===== src/sbrg_pkg.sv =====
// shared constants and types of the serial baud rate generator
package sbrg_pkg;

    // register bus geometry
    localparam int unsigned SBRG_AW = 8;
    localparam int unsigned SBRG_DW = 32;

    // register byte addresses
    localparam logic [SBRG_AW-1:0] OFF_LINE_TX_CTL  = 8'h00;
    localparam logic [SBRG_AW-1:0] OFF_RATE_CTL     = 8'h04;
    localparam logic [SBRG_AW-1:0] OFF_DIV_LOW      = 8'h08;
    localparam logic [SBRG_AW-1:0] OFF_DIV_HIGH     = 8'h0c;
    localparam logic [SBRG_AW-1:0] OFF_COUNT_STATUS = 8'h10;

    // line_transmit_control field positions
    localparam int unsigned LTC_SYNC_BIT = 4;
    localparam int unsigned LTC_FAST_BIT = 2;
    localparam int unsigned LTC_IDLE_BIT = 1;
    localparam logic [7:0]  LTC_WR_MASK  = 8'hfd;
    localparam logic [7:0]  LTC_RESET    = 8'h00;

    // rate_control field positions
    localparam int unsigned RC_WIDE_BIT = 3;
    localparam logic [7:0]  RC_WR_MASK  = 8'h1b;
    localparam logic [7:0]  RC_RESET    = 8'h00;

    // divisor byte reset values
    localparam logic [7:0] DIV_LOW_RESET  = 8'h00;
    localparam logic [7:0] DIV_HIGH_RESET = 8'h00;

    // prescale terminal counts: divide by 64, 16 and 4
    localparam logic [5:0] PRE_TERM_64 = 6'h3f;
    localparam logic [5:0] PRE_TERM_16 = 6'h0f;
    localparam logic [5:0] PRE_TERM_4  = 6'h03;

    // bus answers
    localparam logic [1:0] RESP_OKAY   = 2'b00;
    localparam logic [1:0] RESP_SLVERR = 2'b10;

    // rate settings handed to the counting logic
    typedef struct packed {
        logic        sync_mode;
        logic        wide_sel;
        logic        fast_sel;
        logic [15:0] divisor;
    } sbrg_cfg_s;

    // bus channel states, one-hot
    typedef enum logic [1:0] {
        WR_IDLE = 2'b01,
        WR_RESP = 2'b10
    } sbrg_wr_e;

    typedef enum logic [1:0] {
        RD_IDLE = 2'b01,
        RD_DATA = 2'b10
    } sbrg_rd_e;

endpackage


===== src/sbrg_prescaler.sv =====
// prescaler that divides the clock by the mode-selected factor
`timescale 1ns/10ps
`default_nettype none
module sbrg_prescaler
    import sbrg_pkg::*;
(
    input  wire logic       aclk,
    input  wire logic       aresetn,
    input  wire sbrg_cfg_s  cfg,
    input  wire logic       clear,
    output var  logic       pre_tick
);

    logic [5:0] term;
    logic [5:0] cnt_q;
    logic [5:0] cnt_d;

    // factor choice: sync 4, async by width and speed
    assign term = cfg.sync_mode ? PRE_TERM_4 :
                  (!cfg.wide_sel && !cfg.fast_sel) ? PRE_TERM_64 :
                  (cfg.wide_sel && cfg.fast_sel) ? PRE_TERM_4 :
                  PRE_TERM_16;

    // a shrinking factor may leave cnt above term, so wrap on >=
    assign pre_tick = !clear && (cnt_q >= term);
    assign cnt_d    = (clear || pre_tick) ? 6'h00 : cnt_q + 6'h01;

    // divisor writes restart the prescale phase too
    always_ff @(posedge aclk) begin
        if (!aresetn) begin
            cnt_q <= 6'h00;
        end else begin
            cnt_q <= cnt_d;
        end
    end

endmodule
`default_nettype wire


===== src/sbrg_rate_counter.sv =====
// divisor counter that emits one bit tick per n+1 prescale ticks
`timescale 1ns/10ps
`default_nettype none
module sbrg_rate_counter
    import sbrg_pkg::*;
(
    input  wire logic        aclk,
    input  wire logic        aresetn,
    input  wire sbrg_cfg_s   cfg,
    input  wire logic        clear,
    input  wire logic        pre_tick,
    output var  logic [15:0] count_q,
    output var  logic        bit_tick_q
);

    logic [15:0] n_eff;
    logic        at_end;

    // narrow generator ignores the high byte in every mode
    assign n_eff  = cfg.wide_sel ? cfg.divisor
                                 : {8'h00, cfg.divisor[7:0]};
    // counting up and comparing to the live n avoids a stale reload
    assign at_end = count_q >= n_eff;

    // count prescale ticks, restart on any divisor write
    always_ff @(posedge aclk) begin
        if (!aresetn) begin
            count_q    <= 16'h0000;
            bit_tick_q <= 1'b0;
        end else if (clear) begin
            count_q    <= 16'h0000;
            bit_tick_q <= 1'b0;
        end else if (pre_tick) begin
            count_q    <= at_end ? 16'h0000 : count_q + 16'h0001;
            bit_tick_q <= at_end;
        end else begin
            bit_tick_q <= 1'b0;
        end
    end

endmodule
`default_nettype wire


===== src/sbrg_top.sv =====
// baud rate generator with its register file on an axi4-lite slave
//
// Behaviour
// divisor high byte is a read/write 8-bit register, zero after reset.
// with the wide select clear, only the low divisor byte is counted.
// writing the divisor high byte restarts the generator count.
// writing the divisor low byte restarts the generator count.
// divisor n is high byte above low byte.
// async, narrow, slow: bit rate is clock over 64 times (n+1).
// async, wide, slow: bit rate is clock over 16 times (n+1).
// sync mode: clock over 4 times (n+1), speed select ignored.
// async fast: 16 times (n+1) narrow, 4 times (n+1) wide.
`timescale 1ns/10ps
`default_nettype none
module sbrg_top
    import sbrg_pkg::*;
(
    input  wire logic               aclk,
    input  wire logic               aresetn,
    // write address channel
    input  wire logic [SBRG_AW-1:0] awaddr,
    input  wire logic [2:0]         awprot,
    input  wire logic               awvalid,
    output var  logic               awready,
    // write data channel
    input  wire logic [SBRG_DW-1:0] wdata,
    input  wire logic [3:0]         wstrb,
    input  wire logic               wvalid,
    output var  logic               wready,
    // write response channel
    output var  logic [1:0]         bresp,
    output var  logic               bvalid,
    input  wire logic               bready,
    // read address channel
    input  wire logic [SBRG_AW-1:0] araddr,
    input  wire logic [2:0]         arprot,
    input  wire logic               arvalid,
    output var  logic               arready,
    // read data channel
    output var  logic [SBRG_DW-1:0] rdata,
    output var  logic [1:0]         rresp,
    output var  logic               rvalid,
    input  wire logic               rready,
    // bit clock enable to the transmitter and receiver
    output var  logic               bit_tick
);

    // word-aligned address match, shared by both channels
    function automatic logic addr_hit(
        input logic [SBRG_AW-1:0] addr,
        input logic [SBRG_AW-1:0] off
    );
        addr_hit = (addr[SBRG_AW-1:2] == off[SBRG_AW-1:2]);
    endfunction

    // any of the five registers
    function automatic logic addr_mapped(
        input logic [SBRG_AW-1:0] addr
    );
        addr_mapped = addr_hit(addr, OFF_LINE_TX_CTL)
                    | addr_hit(addr, OFF_RATE_CTL)
                    | addr_hit(addr, OFF_DIV_LOW)
                    | addr_hit(addr, OFF_DIV_HIGH)
                    | addr_hit(addr, OFF_COUNT_STATUS);
    endfunction

    // ------------------------------------------------------------
    // bus state
    // ------------------------------------------------------------

    sbrg_wr_e            wr_state_q;
    sbrg_rd_e            rd_state_q;

    logic                awready_q;
    logic                wready_q;
    logic                aw_held_q;
    logic                w_held_q;
    logic [SBRG_AW-1:0]  awaddr_q;
    logic [7:0]          wbyte_q;
    logic                wlane_q;
    logic                bvalid_q;
    logic [1:0]          bresp_q;

    logic                arready_q;
    logic                rvalid_q;
    logic [1:0]          rresp_q;
    logic [SBRG_DW-1:0]  rdata_q;

    // ------------------------------------------------------------
    // registers
    // ------------------------------------------------------------

    logic [7:0]          ltc_q;
    logic [7:0]          rc_q;
    logic [7:0]          div_low_q;
    logic [7:0]          div_high_q;

    // ------------------------------------------------------------
    // decode
    // ------------------------------------------------------------

    logic                aw_take;
    logic                w_take;
    logic                ar_take;
    logic                do_write;
    logic                wr_mapped;
    logic                wr_byte;
    logic                wr_ltc;
    logic                wr_rc;
    logic                wr_low;
    logic                wr_high;
    logic                div_clear;
    logic [SBRG_DW-1:0]  rd_word;
    logic                rd_mapped;

    sbrg_cfg_s           cfg;
    logic                pre_tick;
    logic [15:0]         count_q;
    logic                bit_tick_q;

    // channel handshakes
    assign aw_take = awvalid && awready_q;
    assign w_take  = wvalid && wready_q;
    assign ar_take = arvalid && arready_q;

    // a write is carried out once both halves are held
    assign do_write  = (wr_state_q == WR_IDLE) && aw_held_q && w_held_q;
    assign wr_mapped = addr_mapped(awaddr_q);
    // all writable registers live in byte lane 0; other lanes are ignored
    assign wr_byte   = do_write && wlane_q;

    assign wr_ltc  = wr_byte && addr_hit(awaddr_q, OFF_LINE_TX_CTL);
    assign wr_rc   = wr_byte && addr_hit(awaddr_q, OFF_RATE_CTL);
    assign wr_low  = wr_byte && addr_hit(awaddr_q, OFF_DIV_LOW);
    assign wr_high = wr_byte && addr_hit(awaddr_q, OFF_DIV_HIGH);

    // either divisor byte written restarts the count at once
    assign div_clear = wr_low || wr_high;

    // read mux; narrow registers sit in the low bits
    assign rd_mapped = addr_mapped(araddr);
    assign rd_word =
        addr_hit(araddr, OFF_LINE_TX_CTL)  ? {24'h000000, ltc_q} :
        addr_hit(araddr, OFF_RATE_CTL)     ? {24'h000000, rc_q} :
        addr_hit(araddr, OFF_DIV_LOW)      ? {24'h000000, div_low_q} :
        addr_hit(araddr, OFF_DIV_HIGH)     ? {24'h000000, div_high_q} :
        addr_hit(araddr, OFF_COUNT_STATUS) ? {16'h0000, count_q} :
        32'h00000000;

    // settings handed to the counting logic
    assign cfg.sync_mode = ltc_q[LTC_SYNC_BIT];
    assign cfg.fast_sel  = ltc_q[LTC_FAST_BIT];
    assign cfg.wide_sel  = rc_q[RC_WIDE_BIT];
    assign cfg.divisor   = {div_high_q, div_low_q};

    // ------------------------------------------------------------
    // register file
    // ------------------------------------------------------------

    // transmit shifter is absent, so its empty flag always reads set
    always_ff @(posedge aclk) begin
        if (!aresetn) begin
            ltc_q <= LTC_RESET | (8'h01 << LTC_IDLE_BIT);
        end else if (wr_ltc) begin
            ltc_q <= (wbyte_q & LTC_WR_MASK) | (8'h01 << LTC_IDLE_BIT);
        end
    end

    // rate control: read-only and unused bits stay zero
    always_ff @(posedge aclk) begin
        if (!aresetn) begin
            rc_q <= RC_RESET;
        end else if (wr_rc) begin
            rc_q <= wbyte_q & RC_WR_MASK;
        end
    end

    // divisor byte pair
    always_ff @(posedge aclk) begin
        if (!aresetn) begin
            div_low_q  <= DIV_LOW_RESET;
            div_high_q <= DIV_HIGH_RESET;
        end else begin
            if (wr_low) begin
                div_low_q <= wbyte_q;
            end
            if (wr_high) begin
                div_high_q <= wbyte_q;
            end
        end
    end

    // ------------------------------------------------------------
    // write channels: address and data taken in either order
    // ------------------------------------------------------------

    // each ready drops once its half is held, so nothing is lost
    always_ff @(posedge aclk) begin
        if (!aresetn) begin
            wr_state_q <= WR_IDLE;
            awready_q  <= 1'b1;
            wready_q   <= 1'b1;
            aw_held_q  <= 1'b0;
            w_held_q   <= 1'b0;
            awaddr_q   <= '0;
            wbyte_q    <= 8'h00;
            wlane_q    <= 1'b0;
            bvalid_q   <= 1'b0;
            bresp_q    <= RESP_OKAY;
        end else begin
            if (aw_take) begin
                awaddr_q  <= awaddr;
                aw_held_q <= 1'b1;
                awready_q <= 1'b0;
            end
            if (w_take) begin
                wbyte_q  <= wdata[7:0];
                wlane_q  <= wstrb[0];
                w_held_q <= 1'b1;
                wready_q <= 1'b0;
            end
            case (wr_state_q)
                WR_IDLE: begin
                    if (do_write) begin
                        bvalid_q   <= 1'b1;
                        bresp_q    <= wr_mapped ? RESP_OKAY : RESP_SLVERR;
                        wr_state_q <= WR_RESP;
                    end
                end
                WR_RESP: begin
                    if (bready) begin
                        bvalid_q   <= 1'b0;
                        aw_held_q  <= 1'b0;
                        w_held_q   <= 1'b0;
                        awready_q  <= 1'b1;
                        wready_q   <= 1'b1;
                        wr_state_q <= WR_IDLE;
                    end
                end
                default: begin
                    wr_state_q <= WR_IDLE;
                end
            endcase
        end
    end

    // ------------------------------------------------------------
    // read channels
    // ------------------------------------------------------------

    // data is sampled at the address handshake and then held
    always_ff @(posedge aclk) begin
        if (!aresetn) begin
            rd_state_q <= RD_IDLE;
            arready_q  <= 1'b1;
            rvalid_q   <= 1'b0;
            rresp_q    <= RESP_OKAY;
            rdata_q    <= 32'h00000000;
        end else begin
            case (rd_state_q)
                RD_IDLE: begin
                    if (ar_take) begin
                        rdata_q    <= rd_word;
                        rresp_q    <= rd_mapped ? RESP_OKAY : RESP_SLVERR;
                        rvalid_q   <= 1'b1;
                        arready_q  <= 1'b0;
                        rd_state_q <= RD_DATA;
                    end
                end
                RD_DATA: begin
                    if (rready) begin
                        rvalid_q   <= 1'b0;
                        arready_q  <= 1'b1;
                        rd_state_q <= RD_IDLE;
                    end
                end
                default: begin
                    rd_state_q <= RD_IDLE;
                end
            endcase
        end
    end

    // ------------------------------------------------------------
    // rate generation
    // ------------------------------------------------------------

    // prescaler picks 64, 16 or 4 from the mode bits
    sbrg_prescaler u_prescaler (
        .aclk     (aclk),
        .aresetn  (aresetn),
        .cfg      (cfg),
        .clear    (div_clear),
        .pre_tick (pre_tick)
    );

    // divisor counter adds the (n+1) factor
    sbrg_rate_counter u_rate_counter (
        .aclk       (aclk),
        .aresetn    (aresetn),
        .cfg        (cfg),
        .clear      (div_clear),
        .pre_tick   (pre_tick),
        .count_q    (count_q),
        .bit_tick_q (bit_tick_q)
    );

    // ------------------------------------------------------------
    // outputs, all straight from flip-flops
    // ------------------------------------------------------------

    assign awready  = awready_q;
    assign wready   = wready_q;
    assign bvalid   = bvalid_q;
    assign bresp    = bresp_q;
    assign arready  = arready_q;
    assign rvalid   = rvalid_q;
    assign rresp    = rresp_q;
    assign rdata    = rdata_q;
    assign bit_tick = bit_tick_q;

endmodule
`default_nettype wire

===== config.mk =====
export PLATFORM = sky130hd
export DESIGN_NAME = sbrg_top
export DESIGN_NICKNAME = d
export VERILOG_FILES = /design/src/sbrg_pkg.sv /design/src/sbrg_prescaler.sv /design/src/sbrg_rate_counter.sv /design/src/sbrg_top.sv
export SDC_FILE = /design/constraint.sdc
export NUM_CORES = 1
export LEC_CHECK = 0
export ABC_AREA = 1
export BUFFER_PORTS_ARGS = -buffer_cell sky130_fd_sc_hd__buf_4
export CAP_MARGIN = 20
export CORE_MARGIN = 3
export CORE_UTILIZATION = 58
export CTS_CLUSTER_DIAMETER = 100
export DETAILED_ROUTE_END_ITERATION = 16
export PLACE_DENSITY = 0.85
export REMOVE_ABC_BUFFERS = 1
export SKIP_LAST_GASP = 1
export SLEW_MARGIN = 20
export SYNTH_ARGS = -nofsm -noshare
export SYNTH_HDL_FRONTEND = slang
export SYNTH_SLANG_ARGS = --single-unit

===== constraint.sdc =====
create_clock -name aclk -period 4.15 [get_ports aclk]
set_clock_uncertainty 0.1 [all_clocks]
set_input_delay 0.83 -clock aclk [delete_from_list [all_inputs] [get_ports aclk]]
set_output_delay 0.83 -clock aclk [all_outputs]
set_load 0.02 [all_outputs]

Yosys cells after proc, flatten, opt, wreduce, memory -nomap -nowiden:

Cells that the tools add are included.

* flip-flop bits (word level): 114
* memories: 0
* input port bits: 65
* memory bits (writable): 0
* latch bits: 0
* ROM bits: 0
* output and inout bits: 42
* word-level logic and storage cells: 122

* multiply operators: 0
* shifts and indexed selects: 0
* reductions and logical operators: 31
* multiplexer cells: 39
* bitwise logic cells: 10
* divide/modulo/power cells: 0
* equality and inequality tests: 16
* $lt $le $gt $ge: 2
* $add $sub $neg: 2

Operators with widths (count)
* 2-to-1 mux 16 bit: 7
* == test 6 x 2 -> 1 bit (second input constant): 4
* 2-to-1 mux 1 bit: 18
* adder 16 x 1 -> 16 bit (second input constant): 1
* >= comparator 16 bit: 1
* logical AND 1 bit: 13
* == test 6 x 1 -> 1 bit (second input constant): 2
* == test 6 x 3 -> 1 bit (second input constant): 2
* logical NOT 6 bit: 2
* 2-to-1 mux 2 bit: 6
* 2-to-1 mux 6 bit: 2
* != test 2 bit (second input constant): 4
* OR 1 bit: 8
* one-hot mux 2 bit (2 select lines): 2
* AND reduction 2 bit: 4
* adder 6 x 1 -> 6 bit (second input constant): 1
* >= comparator 6 bit: 1
* one-hot mux 1 bit (2 select lines): 3
* AND reduction 3 bit: 2
* == test 2 x 1 -> 1 bit (second input constant): 2
* == test 2 bit (second input constant): 2
* 2-to-1 mux 4 bit: 1
* nonzero test 2 bit: 2
* OR reduction 2 bit: 2
* other kinds (4): 8

Longest topological paths before layout:

Gate-level depths: netlist of the first run.

* depth after elaboration: 10
* mapped depth: 15
* mapped depth without buffers: 15

Hierarchy:

From an unflattened synthesis of the first run, not the netlist that was laid out.

* cell total of the unflattened synthesis: 616
* area, all modules: 4672.0 sq um

By module, submodules not included
* sbrg_top: area an instance 3060.4 sq um, cells each 395, seq. area each 1421.4 sq um, times used 1
* sbrg_rate_counter: area an instance 1244.9 sq um, cells each 173, seq. area each 340.3 sq um, times used 1
* sbrg_prescaler: area an instance 366.6 sq um, cells each 48, seq. area each 120.1 sq um, times used 1

Worst setup path before layout of the first run:

Ideal clock, no wire load.

* kind: reg-to-reg
* start: register rc_q[3]
* end: register u_rate_counter.count_q[12]
* path slack: 2004 ps
* path buffers: 2
* data arrival time: 1984 ps
* cell stages (with the launch flop): 15
* library setup time: 62 ps
* data required time: 3988 ps
* clock period less this slack: 2146 ps
* cell sequence: dfxtp_1 > clkbuf_1 > inv_1 > o21ai_0 > ha_1 > nand2_1 > nand2_1 > nand2_1 > nand3_2 > nand2_4 > inv_4 > nand2_4 > nand2_4 > buf_6 > nor2_2

* word-level cells in the longest chain between the ends: 6
* elaborated cells between the ends (all ways): 11
* those cells by class: order compare (2); mux (5); reduce/logical (4)

RTL lines
* start, declared: line sbrg_top.sv:94 `logic [7:0] rc_q;`
* start signal, assigned: line sbrg_top.sv:174 `rc_q <= wbyte_q & RC_WR_MASK;`
* logical AND 1 bit / logical NOT 1 bit (equally long branches): line sbrg_prescaler.sv:21, sbrg_prescaler.sv:20
* 2-to-1 mux 4 bit / logical AND 1 bit (equally long branches): line sbrg_prescaler.sv:21, sbrg_prescaler.sv:20
* 2-to-1 mux 6 bit: line sbrg_prescaler.sv:20 `(!cfg.wide_sel && !cfg.fast_sel) ? PRE_TERM_64 :`
* 2-to-1 mux 6 bit: line sbrg_prescaler.sv:19 `assign term = cfg.sync_mode ? PRE_TERM_4 :`
* >= comparator 6 bit: line sbrg_prescaler.sv:25 `assign pre_tick = !clear && (cnt_q >= term);`
* logical AND 1 bit: line sbrg_prescaler.sv:25
* end signal, assigned: line sbrg_rate_counter.sv:34 `count_q <= at_end ? 16'h0000 : count_q + 16'h0001;`
* end, declared: line sbrg_rate_counter.sv:12 `output var logic [15:0] count_q,`

Parallel ways exist; a longest one is shown, timed or not.
A chain may end at the register's enable or synchronous reset.

Worst setup path after layout of the first run:

* start: register rc_q[3]
* end: register u_rate_counter.count_q[0]

The elaborated chain is that of the path after synthesis.

==> results.sh, run 1 <==
export IMPL_holdCritStartpoint="u_prescaler.cnt_q[0]"
export IMPL_slowest_delay_ps=570
export IMPL_relSlewSlack=0.440
export IMPL_gp_congestion=0.893
export IMPL_ctsHoldBuffers=0
export IMPL_synth_warnings=0
export IMPL_cts_tree="done"
export IMPL_cts_buffer_depth=2
export IMPL_core_area_um2=7810
export IMPL_clkLatencyLatePin_ps=370
export IMPL_row_count=32
export IMPL_drc=0
export IMPL_synth_cells=631
export IMPL_clk_pin_slew_ps=90
export IMPL_synth_edf_count=0
export IMPL_required_ps=4350
export IMPL_setup_tns_ps=0
export IMPL_die_h_um=96.0
export IMPL_grt_overflow=0
export IMPL_cap_viol_max_count=0
export IMPL_grt_pass1_wl_um=17700
export IMPL_cts_buffers_inserted=9
export IMPL_avgViaCountPerCell=5.39
export IMPL_reg2reg_from="rc_q[3]"
export IMPL_crit_path_cell_trace="inv_1 > o21ai_0 > ha_1 > nand2_1 > nand2_1 > nand2_1 > nand3_2 > nand2_4 > inv_4 > nand2_4 > nand2_4 > nor2_1"
export IMPL_clock_sinks=94
export IMPL_grt_usage=0.244
export IMPL_min_period_ps=2510
export IMPL_startpoint="rc_q[3]"
export IMPL_antennaDiodeCount=0
export IMPL_final_nets=762
export IMPL_power_mw=1.82
export IMPL_end_kind="register"
export IMPL_hpwl_um=7960
export IMPL_stdcell_area_um2=5270
export IMPL_die_x_um=96.0
export IMPL_finalHoldViolCount=0
export IMPL_worst_path_buf_inv=2
export IMPL_setup_viol=0
export IMPL_ys_seq_area_frac=0.401
export IMPL_synth_common_cells="nand2_1, dfxtp_1, inv_1"
export IMPL_ys_ff_latch=94
export IMPL_synth_area_per_cell_um2=7.44
export IMPL_dieArea_um2=9210
export IMPL_critical_path_arrival_ps=2710
export IMPL_syn_area_um2=4700
export IMPL_routed_wl_um=10800
export IMPL_grt_pass1_vias=3884
export IMPL_grt_max_degree=47
export IMPL_worstHoldPathType="reg2reg"
export IMPL_leakage_nw=2.28
export IMPL_async_reset_ff_frac=0
export IMPL_synth_top_area_cell="dfxtp_1"
export IMPL_start_util=0.601
export IMPL_post_route_period_util=0.605
export IMPL_wl_met2_um=5540
export IMPL_cts_root_buf="clkbuf_8"
export IMPL_synthDistinctLibCells=37
export IMPL_cp_top_family="simple AND/OR/NAND/NOR gates"
export IMPL_htreeDepth=3
export IMPL_drive_above_1_share=0.149
export IMPL_drv_slew=0
export IMPL_rsz0062_at_grt="false"
export IMPL_vias=4215
export IMPL_max_freq_mhz=398
export IMPL_first_iter_violations=294
export IMPL_cpMaxStageDelayCell="dfxtp_1"
export IMPL_drt_first_pass_iters=6
export IMPL_fillers=641
export IMPL_wl_met3_um=785
export IMPL_cts_resized=0
export IMPL_syn2layout_area_growth_pct=12.1
export IMPL_path_class="reg2reg"
export IMPL_io_pins=107
export IMPL_worstMarginPinSlew_ps=839
export IMPL_yosysMostFrequentCell="nand2_1"
export IMPL_max_vdd_ir_drop_v=0.000284
export IMPL_synth_top_area_share=0.401
export IMPL_top_layer="met4"
export IMPL_multiInputGateArea_um2=2320
export IMPL_routedLengthMet1_um=4280
export IMPL_regArea_um2=1880
export IMPL_placed_area_um2=5040
export IMPL_port_buffers=51
export IMPL_start_kind="register"
export IMPL_synth_area_leaders="dfxtp_1, nand2_1, a21oi_1"
export IMPL_ys_flop_type="dfxtp_1"
export IMPL_grt_antenna_before_repair=0
export IMPL_postCtsSetupBuffers=0
export IMPL_wl_per_cell_um=13.9
export IMPL_status="finished clean"
export IMPL_ant_nets=0
export IMPL_worstPathMaxFanout=14
export IMPL_power_density_nw_per_um2=346
-- final timing paths --
| kind | end | slack, ps | depth (start not counted) |
|---|---|---|---|
| worst max-delay path | u_rate_counter.count_q[0] | 1640 | 12 |
| worst min-delay path | u_prescaler.cnt_q[0] | 350 | 1 |
| worst max register to register | u_rate_counter.count_q[0] | 1640 | 12 |
| worst min register to register | u_prescaler.cnt_q[0] | 350 | 1 |
-- registers in the layout, indices dropped and copies added (netlist names) --
| signal | count |
|---|---|
| arready | 1 |
| aw_held_q | 1 |
| awaddr_q | 6 |
| awready | 1 |
| bresp | 1 |
| bvalid | 1 |
| div_high_q | 8 |
| div_low_q | 8 |
| ltc_q | 7 |
| rc_q | 4 |
| rd_state_q | 2 |
| rdata | 16 |
| rresp | 1 |
| rvalid | 1 |
| u_prescaler.cnt_q | 6 |
| u_rate_counter.bit_tick_q | 1 |
| u_rate_counter.count_q | 16 |
| w_held_q | 1 |
| wbyte_q | 8 |
| wlane_q | 1 |
| wr_state_q | 2 |
| wready | 1 |
-- layout by cell type (no fill, tap or decap), types with 2 or more instances in the layout --
cell type	instances
nand3_1	25
nor2_1	65
nand4_4	2
nand2_1	108
ha_1	22
o21ai_0	56
nand4_1	12
nor3_1	4
clkbuf_8	10
nor2_2	14
xnor2_1	2
nor3b_2	2
inv_1	80
xor2_1	8
conb_1	18
dfxtp_1	94
buf_4	52
a21oi_1	77
inv_6	2
nand2_4	3
nor2_4	4
nand3b_1	2
bufinv_16	2
-- worst reg2reg max path: cells and delay by family, from the launching register on --
kind / cells / cell delay (ps)
and+or+nand+nor: 8 / 960
DFF: 1 / 570
buffers and inverters: 2 / 210
adders and majority gates: 1 / 310
AOI/OAI and AO/OA: 1 / 290
-- where the power goes --
| group | total, mW | switching [mW] | internal, mW |
|---|---|---|---|
| Combinational | 0.177 | 0.118 | 0.0595 |
| Clock | 0.691 | 0.331 | 0.360 |
| Sequential | 0.952 | 0.0214 | 0.930 |
| Total | 1.82 | 0.470 | 1.35 |
-- cell type report --
| type | instances | share of cell area |
|---|---|---|
| Multi-Input combinational cell | 435 | 0.441 |
| Sequential cell | 94 | 0.357 |
| Timing Repair Buffer | 52 | 0.0741 |
| Inverter | 83 | 0.0596 |
| Clock buffer | 10 | 0.0261 |
| Tap cell | 102 | 0.0242 |
| Clock inverter | 6 | 0.0173 |
-- per-layer routing --
layer  up-vias  GRT usage
met1      1927      0.290
li1       2092          -
met5         -          0
met3        25     0.0532
met4         0     0.0818
met2       171      0.434
-- kinds of logic after synthesis --
logic type	Yosys count	synth area share
AND/OR/NAND/NOR	247	0.254
AO/OA/AOI/OAI	138	0.149
buffers and inverters	119	0.118
flip-flops	94	0.401
adder cells (fa/ha/maj)	22	0.0586
XOR/XNOR	10	0.0187
other	1	0.000799
-- metrics by stage --
| step | setup slack (ps) | util | hold slack (ps) | instances |
|---|---|---|---|---|
| floorplan | 2110 | - | 318 | 612 |
| global placement | 1740 | 0.645 | 327 | 766 |
| detailed placement | 1670 | 0.645 | 341 | 766 |
| CTS | 1630 | 0.674 | 356 | 782 |
| global route | 1450 | 0.674 | 381 | 782 |
| finish | 1640 | 0.674 | 353 | 782 |
No activity file was read; power rests on OpenSTA's default activity.
==> run 2, diff against run 1 <==
--- a/config.mk
+++ b/config.mk
@@ -9,10 +9,10 @@
 export BUFFER_PORTS_ARGS = -buffer_cell sky130_fd_sc_hd__buf_4
 export CAP_MARGIN = 20
 export CORE_MARGIN = 3
-export CORE_UTILIZATION = 58
+export CORE_UTILIZATION = 54
 export CTS_CLUSTER_DIAMETER = 100
 export DETAILED_ROUTE_END_ITERATION = 16
-export PLACE_DENSITY = 0.85
+export PLACE_DENSITY = 0.8
 export REMOVE_ABC_BUFFERS = 1
 export SKIP_LAST_GASP = 1
 export SLEW_MARGIN = 20
==> constraint.sdc (replaced) <==
create_clock -name aclk -period 2.5 [get_ports aclk]
set_clock_uncertainty 0.1 [all_clocks]
set_input_delay 0.5 -clock aclk [delete_from_list [all_inputs] [get_ports aclk]]
set_output_delay 0.5 -clock aclk [all_outputs]
set_load 0.02 [all_outputs]
==> run 2 against run 1 <==
Sequential share of layout area fell by 0.60 points. Combinational power rose by 68%. First-iteration DRC count rose by 8.2%. Routed wire length rose by 0.45%. Clock power rose by 92%. Flip-flop and latch count did not move. Largest power group unchanged.
==> results.sh, run 2 (synthesis gave the netlist of run 1 again) <==
export IMPL_status="finished clean"
export IMPL_drc=0
export IMPL_slowest_delay_ps=370
export IMPL_required_ps=2690
export IMPL_cts_tree="done"
export IMPL_worstMarginPinSlew_ps=603
export IMPL_cts_buffer_depth=2
export IMPL_crit_path_cell_trace="inv_1 > o21ai_0 > ha_1 > nand2_1 > nand2_1 > nand2_1 > nand3_2 > nand2_4 > inv_4 > nand2_4 > nand2_4 > nor2_1"
export IMPL_routed_wl_um=10900
export IMPL_worstHoldPathType="in2reg"
export IMPL_avgViaCountPerCell=5.33
export IMPL_grt_antenna_before_repair=0
export IMPL_ant_nets=0
export IMPL_clkPwrFrac=0.414
export IMPL_seqPwrFrac=0.493
export IMPL_cts_buffers_inserted=9
export IMPL_postCtsSetupBuffers=0
export IMPL_grt_usage=0.226
export IMPL_final_nets=768
export IMPL_syn2layout_area_growth_pct=14.0
export IMPL_grt_pass1_vias=4051
export IMPL_io_pins=107
export IMPL_path_class="reg2reg"
export IMPL_dieArea_um2=9850
export IMPL_regArea_um2=1880
export IMPL_combPwrFrac=0.093
export IMPL_setup_tns_ps=0
export IMPL_final_common_cell="nand2_1"
export IMPL_worstRegToRegCells=12
export IMPL_cpMaxStageDelayCell="dfxtp_1"
export IMPL_p_sw_mw=0.761
export IMPL_reg2reg_to="u_rate_counter.count_q[2]"
export IMPL_grt_max_degree=32
export IMPL_layout_common_cells="nand2_1, dfxtp_1, inv_1"
export IMPL_start_util=0.563
export IMPL_end_kind="register"
export IMPL_antennaDiodeCount=0
export IMPL_first_iter_violations=318
export IMPL_holdCritStartpoint="wvalid"
export IMPL_hpwl_um=8030
export IMPL_start_kind="register"
export IMPL_die_x_um=99.3
export IMPL_cts_resized=0
export IMPL_grt_pass1_wl_um=18400
export IMPL_drt_first_pass_iters=5
export IMPL_worstPathMaxFanout=14
export IMPL_vias=4215
export IMPL_layout_setup_ws_ps=302
export IMPL_intPower_mw=2.44
export IMPL_drive_above_1_share=0.155
export IMPL_reg2reg_from="ltc_q[2]"
export IMPL_die_h_um=99.3
export IMPL_min_to="wready"
export IMPL_htreeDepth=3
export IMPL_wl_per_cell_um=13.8
export IMPL_core_area_um2=8340
export IMPL_ctsHoldBuffers=0
export IMPL_pre_cts_ws_ps=337
export IMPL_clock_sinks=94
export IMPL_fillers=745
export IMPL_gp_congestion=0.884
export IMPL_max_vdd_ir_drop_v=0.000373
export IMPL_multiInputGateArea_um2=2320
export IMPL_relSlewSlack=0.597
export IMPL_clk_pin_slew_ps=90
export IMPL_cap_viol_max_count=0
export IMPL_min_period_ps=2200
export IMPL_drv_slew=0
export IMPL_r2r_slack_ps=300
export IMPL_grt_overflow=0
export IMPL_rsz0062_at_grt="false"
export IMPL_power_density_nw_per_um2=598
export IMPL_critical_path_arrival_ps=2390
export IMPL_worstHoldPathCells=2
export IMPL_post_route_period_util=0.879
export IMPL_clkLatencyLatePin_ps=350
export IMPL_leakage_nw=2.33
export IMPL_max_freq_mhz=455
export IMPL_row_count=33
export IMPL_p_sw_frac=0.238
export IMPL_setup_viol=0
export IMPL_finalHoldViolCount=0
export IMPL_port_buffers=51
export IMPL_power_mw=3.20
export IMPL_cts_root_buf="clkbuf_8"
==> run 2: cell count changes in the layout (fill, tap and decap cells not counted), sizes merged <==
cell / change
bufinv: +2
buf: +6
clkbuf: +1
inv: -1
clkinv: -2
==> run 2: critical path, delay by kind of cell, from the launching register on <==
kind,cells,cell delay (ps)
compound gates,1,310
flops,1,370
fa+ha+maj,1,310
simple gates,8,890
buf+inv,2,150
==> run 2: how the worst max path moves through the flow <==
stage / cells after the start / end / slack (ps) / from
finish: 12 / u_rate_counter.count_q[2] / 300 / ltc_q[2]
global route: 12 / u_rate_counter.count_q[0] / 100 / ltc_q[2]
CTS: 12 / u_rate_counter.count_q[2] / 300 / ltc_q[2]
detailed placement: 12 / u_rate_counter.count_q[2] / 340 / ltc_q[2]
global placement: 12 / u_rate_counter.count_q[4] / 380 / ltc_q[2]
floorplan: 12 / u_rate_counter.count_q[0] / 520 / rc_q[3]
==> run 2: final cells by class <==
class	count	area share
Clock buffer	11	0.0264
Clock inverter	5	0.0241
Inverter	83	0.0586
Multi-Input combinational cell	435	0.434
Sequential cell	94	0.351
Tap cell	105	0.0245
Timing Repair Buffer	58	0.0813
==> run 2: through the flow <==
step	instances	hold WS, ps	utilization	cell area (um^2)
2_1_floorplan	612	318	-	4520
5_1_grt	791	267	0.642	5360
3_3_place_gp	775	326	0.610	5080
4_1_cts	791	233	0.642	5360
6_report	791	250	0.642	5360
3_5_place_dp	775	341	0.610	5080
==> run 2: power groups by stage <==
stage          Clock (mW)  Combinational [mW]  Sequential [mW]
6_report             1.33               0.297             1.58
5_1_grt              1.40               0.329             1.59
4_1_cts              1.35               0.295             1.58
3_5_place_dp            0               0.294             1.61
3_3_place_gp            0               0.287             1.61
2_1_floorplan           0               0.160             1.63
==> run 2: metal layers <==
metal | routed length, um | vias up | GRT usage
li1 | - | 2105 | -
met1 | 4600 | 1929 | 0.280
met2 | 5420 | 156 | 0.403
met3 | 667 | 25 | 0.0309
met4 | 198 | 0 | 0.0777
met5 | 0 | - | 0
==> run 3, diff against run 2 <==
==> constraint.sdc (replaced) <==
create_clock -name aclk -period 2.5 [get_ports aclk]
set_clock_uncertainty 0.1 [all_clocks]
set_input_delay 0 -clock aclk [delete_from_list [all_inputs] [get_ports aclk]]
set_output_delay 0 -clock aclk [all_outputs]
set_load 0.02 [all_outputs]
==> run 3 against run 2 <==
Routed wire length is 1.5% higher. Clock-buffer cell count did not move. Worst setup slack worse by 6.1 ps. Total power is 8.4% lower. Largest power group unchanged. Flip-flop and latch count stayed put. Cell count increased by 4.2%. Largest cell class unchanged. Critical path depth unchanged. Non-clock buffer count up 33. Sequential share of layout area shrank 1.6 points. Utilization up 3.1 points. Fmax shrank 0.28%.
==> results.sh, run 3 (synthesis gave the netlist of run 1 again) <==
export IMPL_drv_slew=0
export IMPL_critical_path_arrival_ps=2410
export IMPL_min_period_ps=2200
export IMPL_wl_met3_um=649
export IMPL_hpwl_um=7880
export IMPL_worstHoldPathType="in2reg"
export IMPL_slowest_delay_ps=370
export IMPL_relSlewSlack=0.469
export IMPL_wl_per_cell_um=13.4
export IMPL_end_kind="register"
export IMPL_postCtsSetupBuffers=0
export IMPL_grt_antenna_before_repair=0
export IMPL_max_vdd_ir_drop_v=0.000352
export IMPL_worstPathMaxFanout=14
export IMPL_final_common_cell="nand2_1"
export IMPL_path_class="reg2reg"
export IMPL_avgViaCountPerCell=5.18
export IMPL_layout_setup_ws_ps=296
export IMPL_ant_nets=0
export IMPL_grt_pass1_vias=4158
export IMPL_routed_wl_um=11100
export IMPL_gp_congestion=0.910
export IMPL_dieArea_um2=9850
export IMPL_worstHoldPathCells=6
export IMPL_crit_end="u_rate_counter.count_q[3]"
export IMPL_setup_tns_ps=0
export IMPL_drt_first_pass_iters=5
export IMPL_start_kind="register"
export IMPL_required_ps=2700
export IMPL_io_pins=107
export IMPL_grt_usage=0.237
export IMPL_power_density_nw_per_um2=523
export IMPL_reg2reg_from="ltc_q[2]"
export IMPL_dp_cells=773
export IMPL_final_nets=801
export IMPL_die_h_um=99.3
export IMPL_max_freq_mhz=454
export IMPL_syn2layout_area_growth_pct=19.5
export IMPL_row_count=33
export IMPL_layout_common_cells="nand2_1, dfxtp_1, inv_1"
export IMPL_cts_tree="done"
export IMPL_core_area_um2=8340
export IMPL_cts_buffers_inserted=9
export IMPL_grt_pass1_wl_um=19000
export IMPL_die_x_um=99.3
export IMPL_drc=0
export IMPL_vias=4268
export IMPL_setup_viol=0
export IMPL_fillers=718
export IMPL_port_buffers=51
export IMPL_cap_viol_max_count=0
export IMPL_cts_buffer_depth=2
export IMPL_top_layer="met4"
export IMPL_r2r_slack_ps=300
export IMPL_post_route_period_util=0.882
export IMPL_grt_overflow=0
export IMPL_startpoint="ltc_q[2]"
export IMPL_finalHoldViolCount=0
export IMPL_clk_pin_slew_ps=90
export IMPL_clkLatencyLatePin_ps=370
export IMPL_clock_sinks=94
export IMPL_grt_max_degree=32
export IMPL_worstRegToRegCells=12
export IMPL_cp_top_family="simple AND/OR/NAND/NOR gates"
export IMPL_crit_path_cell_trace="inv_1 > o21ai_0 > ha_1 > nand2_1 > nand2_1 > nand2_1 > nand3_2 > nand2_4 > inv_4 > nand2_4 > nand2_4 > nor2_1"
export IMPL_first_iter_violations=228
export IMPL_start_util=0.563
export IMPL_cpMaxStageDelayCell="dfxtp_1"
export IMPL_htreeDepth=3
export IMPL_placed_area_um2=5070
export IMPL_wl_met2_um=5680
export IMPL_reg2reg_to="u_rate_counter.count_q[3]"
export IMPL_stdcell_area_um2=5610
export IMPL_drive_above_1_share=0.143
export IMPL_worst_path_buf_inv=2
export IMPL_worstMarginPinSlew_ps=795
export IMPL_cts_root_buf="clkbuf_8"
export IMPL_status="finished clean"
export IMPL_routedLengthMet1_um=4590
export IMPL_worstSetupPathDepth=12
export IMPL_stdcell_count=824
export IMPL_rsz0062_at_grt="false"
export IMPL_leakage_nw=2.41
export IMPL_antennaDiodeCount=0
export IMPL_pre_cts_ws_ps=302
## run 3: repair_timing
| action | CTS | global route |
|---|---|---|
| hold endpoints to repair | 37 | 0 |
| hold buffers | 35 | 0 |
| gates resized for setup | 0 | 0 |
| setup endpoints to repair | 0 | 0 |
## run 3: per-layer routing
layer,global-route usage,vias up
met5,0,-
met4,0.0662,0
met3,0.0519,13
met2,0.420,144
met1,0.289,1939
li1,-,2172
## run 3: worst min-delay path by stage
stage / start / to / slack (ps)
after floorplan: aresetn / arready / -30
after global placement: awvalid / awready / 110
after detailed placement: wvalid / wready / 110
after CTS: araddr[2] / rdata[1] / 8
after global routing: araddr[6] / rresp[1] / 110
final: araddr[6] / rdata[3] / 70
## run 3: power breakdown
| part | total [mW] | internal [mW] | switching, mW |
|---|---|---|---|
| sequential | 1.58 | 1.54 | 0.0374 |
| clock | 1.01 | 0.465 | 0.540 |
| combinational | 0.347 | 0.140 | 0.207 |
## run 3: layout make-up
| class | count | area (um^2) | share of cell area |
|---|---|---|---|
| Clock buffer | 11 | 131 | 0.0234 |
| Timing Repair Buffer | 91 | 771 | 0.137 |
| Multi-Input combinational cell | 435 | 2320 | 0.414 |
| Inverter | 83 | 314 | 0.0560 |
| Sequential cell | 94 | 1880 | 0.335 |
| Clock inverter | 5 | 58.8 | 0.0105 |
| Tap cell | 105 | 131 | 0.0234 |
## run 3: per-stage QoR
stage	hold WS (ps)	power (mW)	util
6_report	71.8	2.93	0.673
5_1_grt	109	3.06	0.673
4_1_cts	8.17	2.94	0.673
3_5_place_dp	110	1.91	0.608
3_3_place_gp	107	1.90	0.608
2_1_floorplan	-31.1	1.79	-
## run 3: worst register-to-register path: stages (launching register included)
cell	delay, ps
dfxtp_1	370
inv_1	70
o21ai_0	310
ha_1	320
nand2_1	60
nand2_1	50
nand2_1	60
nand3_2	180
nand2_4	200
inv_4	80
nand2_4	80
nand2_4	140
nor2_1	130
